[src/inc/scmd_pkg.sv]
// Constants and types shared by the stepper configuration-mode decoder
package scmd_pkg;

  // ==========================================================================
  // Image geometry
  localparam int SCMD_NUM_WORDS = 10;
  localparam int SCMD_WORD_W    = 16;

  // ==========================================================================
  // Word indices of the cyclic output image
  localparam int SCMD_W_CTRL     = 0;
  localparam int SCMD_W_SETUP    = 1;
  localparam int SCMD_W_SPEED_HI = 2;
  localparam int SCMD_W_SPEED_LO = 3;
  localparam int SCMD_W_STEPS    = 4;
  localparam int SCMD_W_SPARE_A  = 5;
  localparam int SCMD_W_ENC_CPT  = 6;
  localparam int SCMD_W_IDLE     = 7;
  localparam int SCMD_W_RUN      = 8;
  localparam int SCMD_W_SPARE_B  = 9;

  // ==========================================================================
  // Field positions of mode_and_options_word
  localparam int SCMD_CTRL_MODE_BIT  = 15;
  localparam int SCMD_CTRL_AR_BIT    = 14;
  localparam int SCMD_CTRL_STALL_BIT = 13;
  localparam int SCMD_CTRL_HPROX_BIT = 11;
  localparam int SCMD_CTRL_QUAD_BIT  = 10;
  localparam int SCMD_CTRL_IN2_LSB   = 3;
  localparam int SCMD_CTRL_IN1_LSB   = 0;
  localparam logic [15:0] SCMD_CTRL_RSVD_MASK = 16'h13c0;

  // ==========================================================================
  // Field positions of setup_word
  localparam int SCMD_SETUP_DRIVE_BIT = 15;
  localparam int SCMD_SETUP_RDCFG_BIT = 11;
  localparam int SCMD_SETUP_SAVE_BIT  = 10;
  localparam int SCMD_SETUP_LVL2_BIT  = 1;
  localparam int SCMD_SETUP_LVL1_BIT  = 0;
  localparam logic [15:0] SCMD_SETUP_RSVD_MASK = 16'h73fc;

  // ==========================================================================
  // Parameter ranges
  localparam logic [15:0] SCMD_SPEED_HI_MAX = 16'h07cf;
  localparam logic [15:0] SCMD_SPEED_LO_MAX = 16'h03e7;
  localparam logic [20:0] SCMD_SPEED_SCALE  = 21'h0003e8;
  localparam logic [15:0] SCMD_STEPS_MIN    = 16'h00c8;
  localparam logic [15:0] SCMD_STEPS_MAX    = 16'h7fff;
  localparam logic [15:0] SCMD_ENC_CPT_REQ  = 16'h0400;
  localparam logic [15:0] SCMD_IDLE_MAX     = 16'h0064;
  localparam logic [15:0] SCMD_RUN_MIN      = 16'h000a;
  localparam logic [15:0] SCMD_RUN_MAX      = 16'h0022;

  // ==========================================================================
  // Status values
  localparam logic [15:0] SCMD_CFG_ERR_STATUS = 16'h6408;
  localparam logic [15:0] SCMD_SAVE_OK        = 16'haaaa;
  localparam logic [15:0] SCMD_SAVE_FAIL      = 16'heeee;
  localparam logic [15:0] SCMD_WORD_RESET     = 16'h0000;

  // ==========================================================================
  // Input function codes
  typedef enum logic [2:0] {
    SCMD_IN_GP    = 3'h0,
    SCMD_IN_CW    = 3'h1,
    SCMD_IN_CCW   = 3'h2,
    SCMD_IN_INDEX = 3'h3,
    SCMD_IN_STOP  = 3'h4,
    SCMD_IN_ESTOP = 3'h5,
    SCMD_IN_HOME  = 3'h6,
    SCMD_IN_RSVD  = 3'h7
  } scmd_in_func_type;

  // ==========================================================================
  // Controller states, one-hot
  typedef enum logic [4:0] {
    SCMD_ST_BOOT   = 5'h01,
    SCMD_ST_UNCFG  = 5'h02,
    SCMD_ST_READY  = 5'h04,
    SCMD_ST_SAVING = 5'h08,
    SCMD_ST_LOCKED = 5'h10
  } scmd_state_type;

endpackage

[src/hdl/scmd_decoder.sv]
// Configuration-mode image decoder of a fieldbus stepper indexer
`timescale 1ns/1ps

// Functional notes
// [RULE_01] Image is ten 16-bit words each way, out and in.
// [RULE_02] Control word bit 15 high selects configuration mode, low command mode.
// [RULE_03] Powers up in command mode reporting 6408h unless flash holds a valid setup.
// [RULE_04] No motor power and no moves until a valid configuration exists.
// [RULE_05] Host-written configuration is volatile unless a save is commanded.
// [RULE_06] A saved valid configuration is applied at every power up; host may overwrite; the code ignores host images after a save until reset.
// [RULE_07] Large values travel as thousands word then remainder word, same sign.
// [RULE_08] Words 2 and 3 give start speed, 1 to 1,999,999 steps per second.
// [RULE_09] Steps 200..32767, idle percent 0..100, run current 10..34 tenths.
// [RULE_10] Stall detection needs encoder enabled and 1024 counts; words 5, 9 zero.
// [RULE_11] Control bit 14 zero enables anti-resonance, one disables it.
// [RULE_12] Control bit 11 one makes homing use the home proximity indication.
// [RULE_13] Control bit 10 one enables the quadrature encoder.
// [RULE_14] Host writes zero to every reserved control bit.
// [RULE_15] Control bits 5-3 code input 2, bits 2-0 code input 1.
// [RULE_16] Code 0 general purpose, 1 clockwise limit, 2 counter-clockwise limit.
// [RULE_17] Code 3 starts indexed move on activation; captures encoder on each edge.
// [RULE_18] Code 4 stops jog or registration move, capturing encoder when enabled.
// [RULE_19] Code 5 is emergency stop on inactive-to-active transition.
// [RULE_20] Code 6 is the home input; code 7 is reserved.
// [RULE_21] Reject reserved bits, out-of-range values, duplicate functions, lone stall, code 7.
// [RULE_22] Input word 0 echoes control word when accepted, else command status.
// [RULE_23] Commands act only on a zero-to-one bit transition, also across mode switch.
// [RULE_24] Each new image in configuration mode is rechecked before latching.
// [RULE_25] Reset clears settings unless a valid image is restored from flash.
module scmd_decoder
  import scmd_pkg::*;
#(
  parameter int WORD_W  = SCMD_WORD_W,
  parameter int N_WORDS = SCMD_NUM_WORDS
)(
  input  wire logic                             mclk,
  input  wire logic                             arst_n,
  input  wire logic                             out_img_strobe,
  input  wire logic [N_WORDS-1:0][WORD_W-1:0]   out_img,
  output logic      [N_WORDS-1:0][WORD_W-1:0]   in_img,
  input  wire logic [N_WORDS-1:0][WORD_W-1:0]   cmd_resp,
  input  wire logic                             nv_cfg_present,
  input  wire logic [N_WORDS-1:0][WORD_W-1:0]   nv_cfg_img,
  output logic                                  nv_save_req,
  output logic      [N_WORDS-1:0][WORD_W-1:0]   nv_save_img,
  input  wire logic                             nv_save_done,
  input  wire logic                             nv_save_ok,
  input  wire logic                             in1_pin,
  input  wire logic                             in2_pin,
  output logic                                  configured,
  output logic                                  cfg_mode,
  output logic                                  motor_power_en,
  output logic                                  anti_resonance_disable,
  output logic                                  stall_detect_enable,
  output logic                                  home_proximity_enable,
  output logic                                  encoder_enable,
  output logic      [20:0]                      start_speed,
  output logic      [WORD_W-1:0]                steps_per_turn,
  output logic      [WORD_W-1:0]                idle_current_percent,
  output logic      [WORD_W-1:0]                run_current_tenths,
  output logic      [2*WORD_W-1:0]              cmd_rise,
  output logic                                  cw_limit,
  output logic                                  ccw_limit,
  output logic                                  home_input,
  output logic      [1:0]                       gp_inputs,
  output logic                                  index_start,
  output logic                                  jog_stop,
  output logic                                  estop,
  output logic                                  enc_capture
);

  // ==========================================================================
  // Elaboration check
  generate
    if (WORD_W != SCMD_WORD_W || N_WORDS != SCMD_NUM_WORDS)
    begin : g_bad_geometry
      $error("scmd_decoder serves only a ten-word image of 16-bit words");
    end
  endgenerate

  typedef logic [N_WORDS-1:0][WORD_W-1:0] scmd_img_type;

  typedef struct packed {
    scmd_state_type                  state;
    scmd_img_type                    cfg;
    logic                            cfg_mode;
    logic [2*WORD_W-1:0]             cmd_prev;
    logic                            save_prev;
    logic [1:0]                      act_prev;
    scmd_img_type                    in_img;
    logic                            save_req;
    scmd_img_type                    save_img;
    logic [2*WORD_W-1:0]             cmd_rise;
    logic [20:0]                     speed;
    logic [1:0]                      gp;
    logic                            cw;
    logic                            ccw;
    logic                            home;
    logic                            index_start;
    logic                            jog_stop;
    logic                            estop;
    logic                            enc_capture;
  } scmd_regs_type;

  scmd_regs_type r_q;
  scmd_regs_type r_d;

  // ==========================================================================
  // Image check
  function automatic logic img_valid(input scmd_img_type img);
    logic [15:0] ctrl;
    logic [15:0] setup;
    logic [2:0]  f1;
    logic [2:0]  f2;
    logic        ok;
    ctrl  = img[SCMD_W_CTRL];
    setup = img[SCMD_W_SETUP];
    f1    = ctrl[SCMD_CTRL_IN1_LSB +: 3];
    f2    = ctrl[SCMD_CTRL_IN2_LSB +: 3];
    ok    = 1'b1;
    if ((ctrl & SCMD_CTRL_RSVD_MASK) != 16'h0000)                                    // RULE_21
      ok = 1'b0;
    if ((setup & SCMD_SETUP_RSVD_MASK) != 16'h0000)                                  // RULE_21
      ok = 1'b0;
    if (f1 == SCMD_IN_RSVD || f2 == SCMD_IN_RSVD)                                    // RULE_20
      ok = 1'b0;
    if (f1 == f2 && f1 != SCMD_IN_GP)                                                // RULE_21
      ok = 1'b0;
    // Both speed words must be non-negative, low word below one thousand
    if (img[SCMD_W_SPEED_HI] > SCMD_SPEED_HI_MAX || img[SCMD_W_SPEED_LO] > SCMD_SPEED_LO_MAX) // RULE_07
      ok = 1'b0;
    if (img[SCMD_W_SPEED_HI] == 16'h0000 && img[SCMD_W_SPEED_LO] == 16'h0000)        // RULE_08
      ok = 1'b0;
    if (img[SCMD_W_STEPS] < SCMD_STEPS_MIN || img[SCMD_W_STEPS] > SCMD_STEPS_MAX)    // RULE_09
      ok = 1'b0;
    if (img[SCMD_W_IDLE] > SCMD_IDLE_MAX)                                            // RULE_09
      ok = 1'b0;
    if (img[SCMD_W_RUN] < SCMD_RUN_MIN || img[SCMD_W_RUN] > SCMD_RUN_MAX)            // RULE_09
      ok = 1'b0;
    if (img[SCMD_W_SPARE_A] != 16'h0000 || img[SCMD_W_SPARE_B] != 16'h0000)          // RULE_10
      ok = 1'b0;
    if (ctrl[SCMD_CTRL_STALL_BIT] &&
        (!ctrl[SCMD_CTRL_QUAD_BIT] || img[SCMD_W_ENC_CPT] != SCMD_ENC_CPT_REQ))      // RULE_10
      ok = 1'b0;
    return ok;
  endfunction

  // Combined start speed from thousands and remainder words
  function automatic logic [20:0] speed_of(input scmd_img_type img);
    logic [20:0] hi;
    hi = 21'(img[SCMD_W_SPEED_HI][10:0]) * SCMD_SPEED_SCALE;                         // RULE_07
    return hi + 21'(img[SCMD_W_SPEED_LO][9:0]);                                      // RULE_08
  endfunction

  // Function code of one input taken from the control word
  function automatic scmd_in_func_type func_of(input logic [15:0] ctrl, input int idx);
    logic [2:0] code;
    code = (idx == 0) ? ctrl[SCMD_CTRL_IN1_LSB +: 3] : ctrl[SCMD_CTRL_IN2_LSB +: 3];  // RULE_15
    return scmd_in_func_type'(code);
  endfunction

  // ==========================================================================
  // Next-state logic
  logic         is_cfg;
  logic         new_valid;
  logic         have_cfg;
  logic [15:0]  cur_ctrl;
  logic [15:0]  cur_setup;
  logic [1:0]   pins;

  always_comb
  begin
    r_d         = r_q;
    pins        = {in2_pin, in1_pin};
    is_cfg      = out_img[SCMD_W_CTRL][SCMD_CTRL_MODE_BIT];                          // RULE_02
    new_valid   = img_valid(out_img);
    have_cfg    = (r_q.state == SCMD_ST_READY) || (r_q.state == SCMD_ST_SAVING) ||
                  (r_q.state == SCMD_ST_LOCKED);
    cur_ctrl    = r_q.cfg[SCMD_W_CTRL];
    cur_setup   = r_q.cfg[SCMD_W_SETUP];
    r_d.save_req    = 1'b0;
    r_d.cmd_rise    = '0;
    r_d.index_start = 1'b0;
    r_d.jog_stop    = 1'b0;
    r_d.estop       = 1'b0;
    r_d.enc_capture = 1'b0;

    // Controller
    case (r_q.state)
      SCMD_ST_BOOT:
      begin
        if (nv_cfg_present && img_valid(nv_cfg_img))                                 // RULE_06
        begin
          r_d.cfg   = nv_cfg_img;
          r_d.speed = speed_of(nv_cfg_img);
          r_d.state = SCMD_ST_READY;
        end
        else
        begin
          r_d.state = SCMD_ST_UNCFG;                                                 // RULE_25
        end
      end
      SCMD_ST_UNCFG, SCMD_ST_READY:
      begin
        if (out_img_strobe && is_cfg && new_valid &&
            !out_img[SCMD_W_SETUP][SCMD_SETUP_RDCFG_BIT])                            // RULE_24
        begin
          r_d.cfg   = out_img;                                                       // RULE_05
          r_d.speed = speed_of(out_img);
          r_d.state = SCMD_ST_READY;
          if (out_img[SCMD_W_SETUP][SCMD_SETUP_SAVE_BIT] && !r_q.save_prev)
          begin
            r_d.save_req = 1'b1;                                                     // RULE_05
            r_d.save_img = out_img;
            r_d.state    = SCMD_ST_SAVING;
          end
        end
      end
      SCMD_ST_SAVING:
      begin
        if (nv_save_done)
          r_d.state = SCMD_ST_LOCKED;
      end
      SCMD_ST_LOCKED:
      begin
        r_d.state = SCMD_ST_LOCKED;
      end
      default:
      begin
        r_d.state = SCMD_ST_UNCFG;
      end
    endcase

    // Edge history follows every update so held bits never fire later
    if (out_img_strobe)
    begin
      r_d.cfg_mode  = is_cfg;
      r_d.cmd_prev  = {out_img[SCMD_W_CTRL], out_img[SCMD_W_SETUP]};                 // RULE_23
      r_d.save_prev = out_img[SCMD_W_SETUP][SCMD_SETUP_SAVE_BIT];
      if (!is_cfg && have_cfg && r_q.state != SCMD_ST_LOCKED)
        r_d.cmd_rise = {out_img[SCMD_W_CTRL], out_img[SCMD_W_SETUP]} & ~r_q.cmd_prev; // RULE_04 RULE_23
    end

    // Returned image
    if (r_q.cfg_mode)
    begin
      r_d.in_img = r_q.cfg;                                                          // RULE_01
      r_d.in_img[SCMD_W_SPARE_A] = SCMD_WORD_RESET;
      r_d.in_img[SCMD_W_SPARE_B] = SCMD_WORD_RESET;
      if (!have_cfg)
        r_d.in_img[SCMD_W_CTRL] = SCMD_CFG_ERR_STATUS;                               // RULE_22
    end
    else
    begin
      r_d.in_img = cmd_resp;
      if (!have_cfg)
        r_d.in_img[SCMD_W_CTRL] = SCMD_CFG_ERR_STATUS;                               // RULE_03
    end
    if (r_q.state == SCMD_ST_SAVING || r_q.state == SCMD_ST_LOCKED)
      r_d.in_img[SCMD_W_SPARE_B] = r_q.in_img[SCMD_W_SPARE_B];
    if (r_q.state == SCMD_ST_SAVING && nv_save_done)
      r_d.in_img[SCMD_W_SPARE_B] = nv_save_ok ? SCMD_SAVE_OK : SCMD_SAVE_FAIL;

    // Input function mapping
    r_d.gp   = 2'b00;
    r_d.cw   = 1'b0;
    r_d.ccw  = 1'b0;
    r_d.home = 1'b0;
    for (int i = 0; i < 2; i++)
    begin
      logic act;
      act = pins[i] ~^ cur_setup[SCMD_SETUP_LVL1_BIT + i];
      r_d.act_prev[i] = act;
      r_d.gp[i] = act;                                                               // RULE_16
      if (have_cfg)
      begin
        case (func_of(cur_ctrl, i))
          SCMD_IN_CW:
            r_d.cw = act;                                                            // RULE_16
          SCMD_IN_CCW:
            r_d.ccw = act;                                                           // RULE_16
          SCMD_IN_INDEX:
          begin
            if (act && !r_q.act_prev[i])
              r_d.index_start = 1'b1;                                                // RULE_17
            if (act != r_q.act_prev[i] && cur_ctrl[SCMD_CTRL_QUAD_BIT])
              r_d.enc_capture = 1'b1;                                                // RULE_17
          end
          SCMD_IN_STOP:
          begin
            if (act && !r_q.act_prev[i])
            begin
              r_d.jog_stop = 1'b1;                                                   // RULE_18
              if (cur_ctrl[SCMD_CTRL_QUAD_BIT])
                r_d.enc_capture = 1'b1;                                              // RULE_18
            end
          end
          SCMD_IN_ESTOP:
          begin
            if (act && !r_q.act_prev[i])
              r_d.estop = 1'b1;                                                      // RULE_19
          end
          SCMD_IN_HOME:
            r_d.home = act;                                                          // RULE_20
          default:
          begin
          end
        endcase
      end
    end
  end

  // ==========================================================================
  // State register
  always_ff @(posedge mclk or negedge arst_n)
  begin
    if (!arst_n)
    begin
      r_q <= '{state: SCMD_ST_BOOT, default: '0};                                   // RULE_25
    end
    else
    begin
      r_q <= r_d;
    end
  end

  // ==========================================================================
  // Outputs
  logic have_q;

  assign have_q                 = (r_q.state == SCMD_ST_READY) || (r_q.state == SCMD_ST_SAVING);
  assign configured             = have_q;
  assign cfg_mode               = r_q.cfg_mode;
  assign motor_power_en         = have_q && r_q.cfg[SCMD_W_SETUP][SCMD_SETUP_DRIVE_BIT];  // RULE_04
  assign anti_resonance_disable = r_q.cfg[SCMD_W_CTRL][SCMD_CTRL_AR_BIT];                 // RULE_11
  assign stall_detect_enable    = r_q.cfg[SCMD_W_CTRL][SCMD_CTRL_STALL_BIT];
  assign home_proximity_enable  = r_q.cfg[SCMD_W_CTRL][SCMD_CTRL_HPROX_BIT];              // RULE_12
  assign encoder_enable         = r_q.cfg[SCMD_W_CTRL][SCMD_CTRL_QUAD_BIT];               // RULE_13
  assign start_speed            = r_q.speed;
  assign steps_per_turn         = r_q.cfg[SCMD_W_STEPS];
  assign idle_current_percent   = r_q.cfg[SCMD_W_IDLE];
  assign run_current_tenths     = r_q.cfg[SCMD_W_RUN];
  assign in_img                 = r_q.in_img;
  assign nv_save_req            = r_q.save_req;
  assign nv_save_img            = r_q.save_img;
  assign cmd_rise               = r_q.cmd_rise;
  assign cw_limit               = r_q.cw;
  assign ccw_limit              = r_q.ccw;
  assign home_input             = r_q.home;
  assign gp_inputs              = r_q.gp;
  assign index_start            = r_q.index_start;
  assign jog_stop               = r_q.jog_stop;
  assign estop                  = r_q.estop;
  assign enc_capture            = r_q.enc_capture;

endmodule

[config.mk]
export PLATFORM = sky130hd
export DESIGN_NAME = scmd_decoder
export DESIGN_NICKNAME = d
export VERILOG_FILES = /design/src/inc/scmd_pkg.sv /design/src/hdl/scmd_decoder.sv
export SDC_FILE = /design/constraint.sdc
export NUM_CORES = 1
export LEC_CHECK = 0
export ABC_AREA = 1
export ABC_CLOCK_PERIOD_IN_PS = 2520
export BUFFER_PORTS_ARGS = -buffer_cell sky130_fd_sc_hd__buf_2
export CAP_MARGIN = 20
export CORE_AREA = 4 4 357 359
export CTS_BUF_LIST = sky130_fd_sc_hd__clkbuf_16
export DETAILED_ROUTE_END_ITERATION = 8
export DIE_AREA = 0 0 361 363
export GPL_TIMING_DRIVEN = 0
export PLACE_DENSITY_LB_ADDON = 0.2
export SKIP_CTS_REPAIR_TIMING = 1
export SLEW_MARGIN = 20
export SYNTH_ARGS = -nofsm -noshare
export SYNTH_HDL_FRONTEND = slang
export SYNTH_SLANG_ARGS = --single-unit
[constraint.sdc]
create_clock -name mclk -period 2.52 [get_ports mclk]
set_input_delay 0.126 -clock mclk [delete_from_list [all_inputs] [get_ports mclk]]
set_output_delay 0.126 -clock mclk [all_outputs]
set_load 0.02 [all_outputs]
==> results.md <==
- Hold Vio Cnt, Final: 3
- Chip width: around 360 µm
- Leak: 24.9 nW
- Top-count cell post-synth: nand2_1
- Site Rows: ~130
- Initial DRC Count: approximately 1900
- Synth Area in Adders: 0.0914
- Setup violation total in the final timing report: between 150 and 200
- Yosys warnings: 0
- Post-synthesis mux area share: 0
- Post-synth top cells: nand2_1 (1102), dfrtp_1 (544), inv_1 (533)
- Top cell type's share of synthesized area: 0.447
- RSZ-0062 raised after global routing: yes
- IO buf count: approximately 920
- Largest family of logic cells by synthesized area: simple AND/OR/NAND/NOR gates
- Clk slew on worst S/H paths: 50 ps
- Final nets: 5769
- Final period util: 1.54
- Final Non-Filler Cells: 6799
- Post-synthesis xor/xnor area fraction: 0.00546
- Cell Area, Synth: between 0.03 and 0.04 mm²
- CTS Buf Count: 70
- Insertion delay to the later sink of the worst-skew pair: about 640 ps
- Vias per inst: about 4.2
- Slew @ Worst Pin: between 1000 and 1500 ps
- DRT Pass-1 Iters: 5
- Failing checks: negative hold slack, negative setup slack
- GPL Wtd Cong: a little over 0.9
- Post-Synth Simple-Gate Area: 0.198
- Area growth, synth to finish: 44.6%
- Worst endpoint required time: between 3000 and 4000 ps
- Largest net degree at the start of global routing: 87
- Max Cap Viol: 0
- Yosys cell types: 42
- Fin. max-slew vios: 0
- CTS max path bufs: 3
- Placed wire-length estimate: around 120000 µm
- Vias in the first global route: 27300
- Grt ovf: 0
- Crit Path Max Fanout: 7
- Post-synth top flop: dfrtp_1
- Nature of the critical path startpoint: input pin
- I/O pins: roughly 930
- Total routed wirelength: 143000 µm
- Root buffer cell: clkbuf_16
- Tmin final: approximately 3900 ps
- Chip Height: roughly 360 µm
- Critical Path Sink Type: flip-flop
- Syn Inst Count: 3739
- Dpl cells: between 6000 and 7000
- Wire length per cell: ~21 µm
- Initial antenna violation count: 28
- Clk sinks: between 500 and 600
- VDD IR max: slightly above 0.0005 V
- CTS tree: yes
- H-tree depth: 3
- Power Dens Cells: 904 mW/mm²
- Vias: roughly 29000
- Hold Path Class: input pin to flip-flop
- Antenna-violating nets left: 0
- Share of layout cells above drive strength 1: 0.333
- Clock Skew: 36.6 ps
- Critical path type: input pin to flip-flop
- Async S/R FF share, synth: 1.00
- Fillers: ~13000
- Die area: between 0.1 and 0.15 mm²
- DRC: 0
- Total track usage: 0.205
- Fmax: approximately 0.26 GHz
- Main area contributors after synthesis: dfrtp_1 (45%), nand2_1 (14%), buf_4 (11%)
- Synth Area in Compound Gates: 0.0685
- Yosys top cell by area: dfrtp_1
- First-pass GRT wire length: just under 200000 µm
- Core Area: about 0.12 mm²
- Initial core utilization: 0.246
- Synthesized flop and latch total: 545
- Mean Syn Cell Area: 8.15 µm²
- Post-synthesis sequential area ratio: 0.447
- Final worst setup slack: -1350 ps
- Post-synth EDFFs: 0
- Relative slew slack: 0.221
- Reg-to-reg setup timing slack: -50 ps
- Status: finished with violations
- Final hold slack: -30.6 ps
- Place WS: -2330 ps
- Arr. time, crit path: 4380 ps
worst max-delay path, stage by stage:
cell     delay, ps
buf_12         120
fa_2           580
xor2_1         170
ha_1           260
inv_2           60
fa_1           440
fa_1           570
inv_2           50
ha_4           280
inv_2           40
xor2_1         140
ha_1           340
nand2_2         70
nor2_1         100
nand2_1         70
nand2_2         80
nand2_2         60
inv_2           80
nand3_4         90
nor2_4         200
nand4_1        140
nand3_2        110
nand2_2         60
nand2_1         80
nand2_1         60
routing by layer:
| layer | wire length [µm] | vias to the layer above | global-route usage |
|---|---|---|---|
| met1 | 59900 | 13800 | 0.258 |
| met2 | 66700 | 960 | 0.340 |
| met4 | 5370 | 10 | 0.0700 |
| met5 | 69 | - | 0 |
| met3 | 10500 | 222 | 0.0589 |
| li1 | - | 13800 | - |
stage by stage:
stage / utilization / setup TNS, ps / instance area, µm² / total power [mW]
2_1_floorplan: - / -15230 / 30800 / 22.1
5_1_grt: 0.356 / -70120 / 44100 / 42.7
6_report: 0.356 / -25280 / 44100 / 39.9
3_3_place_gp: 0.303 / -6380990 / 37500 / 28.2
4_1_cts: 0.323 / -249300 / 40000 / 38.4
3_5_place_dp: 0.305 / -285230 / 37700 / 28.3
final timing paths:
check | start | endpoint | cells after the start
max in group asynchronous | arst_n | nv_save_img[51] | 6
worst max-delay path | out_img[33] | start_speed[20] | 25
min in group asynchronous | arst_n | nv_save_img[94] | 3
worst min register to register | r_q[390] | cmd_rise[4] | 1
worst max register to register | r_q[579] | cur_ctrl[1] | 12
worst min-delay path | out_img[51] | r_q[470] | 5
cells in the final DEF, fill, tap and decap left out, drive strengths merged, types with 108 or more instances in the layout:
| master | instances |
|---|---|
| nand2 | 1102 |
| nand3 | 108 |
| inv | 542 |
| nor2 | 189 |
| dlygate4sd3 | 316 |
| o21ai | 325 |
| dfrtp | 544 |
| clkbuf | 148 |
| ha | 114 |
| buf | 1435 |
power by group:
part           switching [mW]  total, mW  internal (mW)
clock                    4.36       9.81           5.45
sequential              0.579       10.6           10.0
combinational            12.3       19.5           7.16
sequential cells by signal, summed over array words and instances, names as in the netlist, 2 cells and up:
register	flops
nv_save_img	160
steps_per_turn	16
cur_setup	16
gp_inputs	2
run_current_tenths	16
in_img	160
idle_current_percent	16
cmd_rise	32
cur_ctrl	16
r_q	84
start_speed	18
cell type report:
cell class / count / area, µm² / share of cell area
Sequential cell: 545 / 13600 / 0.309
Inverter: 537 / 2060 / 0.0467
Buffer: 542 / 3850 / 0.0874
Antenna cell: 10 / 25.0 / 0.000568
Multi-Input combinational cell: 2116 / 11800 / 0.267
Clock inverter: 55 / 469 / 0.0106
Tap cell: 1637 / 2050 / 0.0465
Timing Repair Buffer: 1287 / 8440 / 0.192
Clock buffer: 70 / 1750 / 0.0397
cells by family after synthesis:
group                    Yosys count
AO/OA/AOI/OAI                    404
XOR/XNOR                          19
adder cells (fa/ha/maj)          182
buffers and inverters           1079
flip-flops                       545
other                              1
AND/OR/NAND/NOR                 1509
Note: power is estimated with default switching activity, not from simulation.
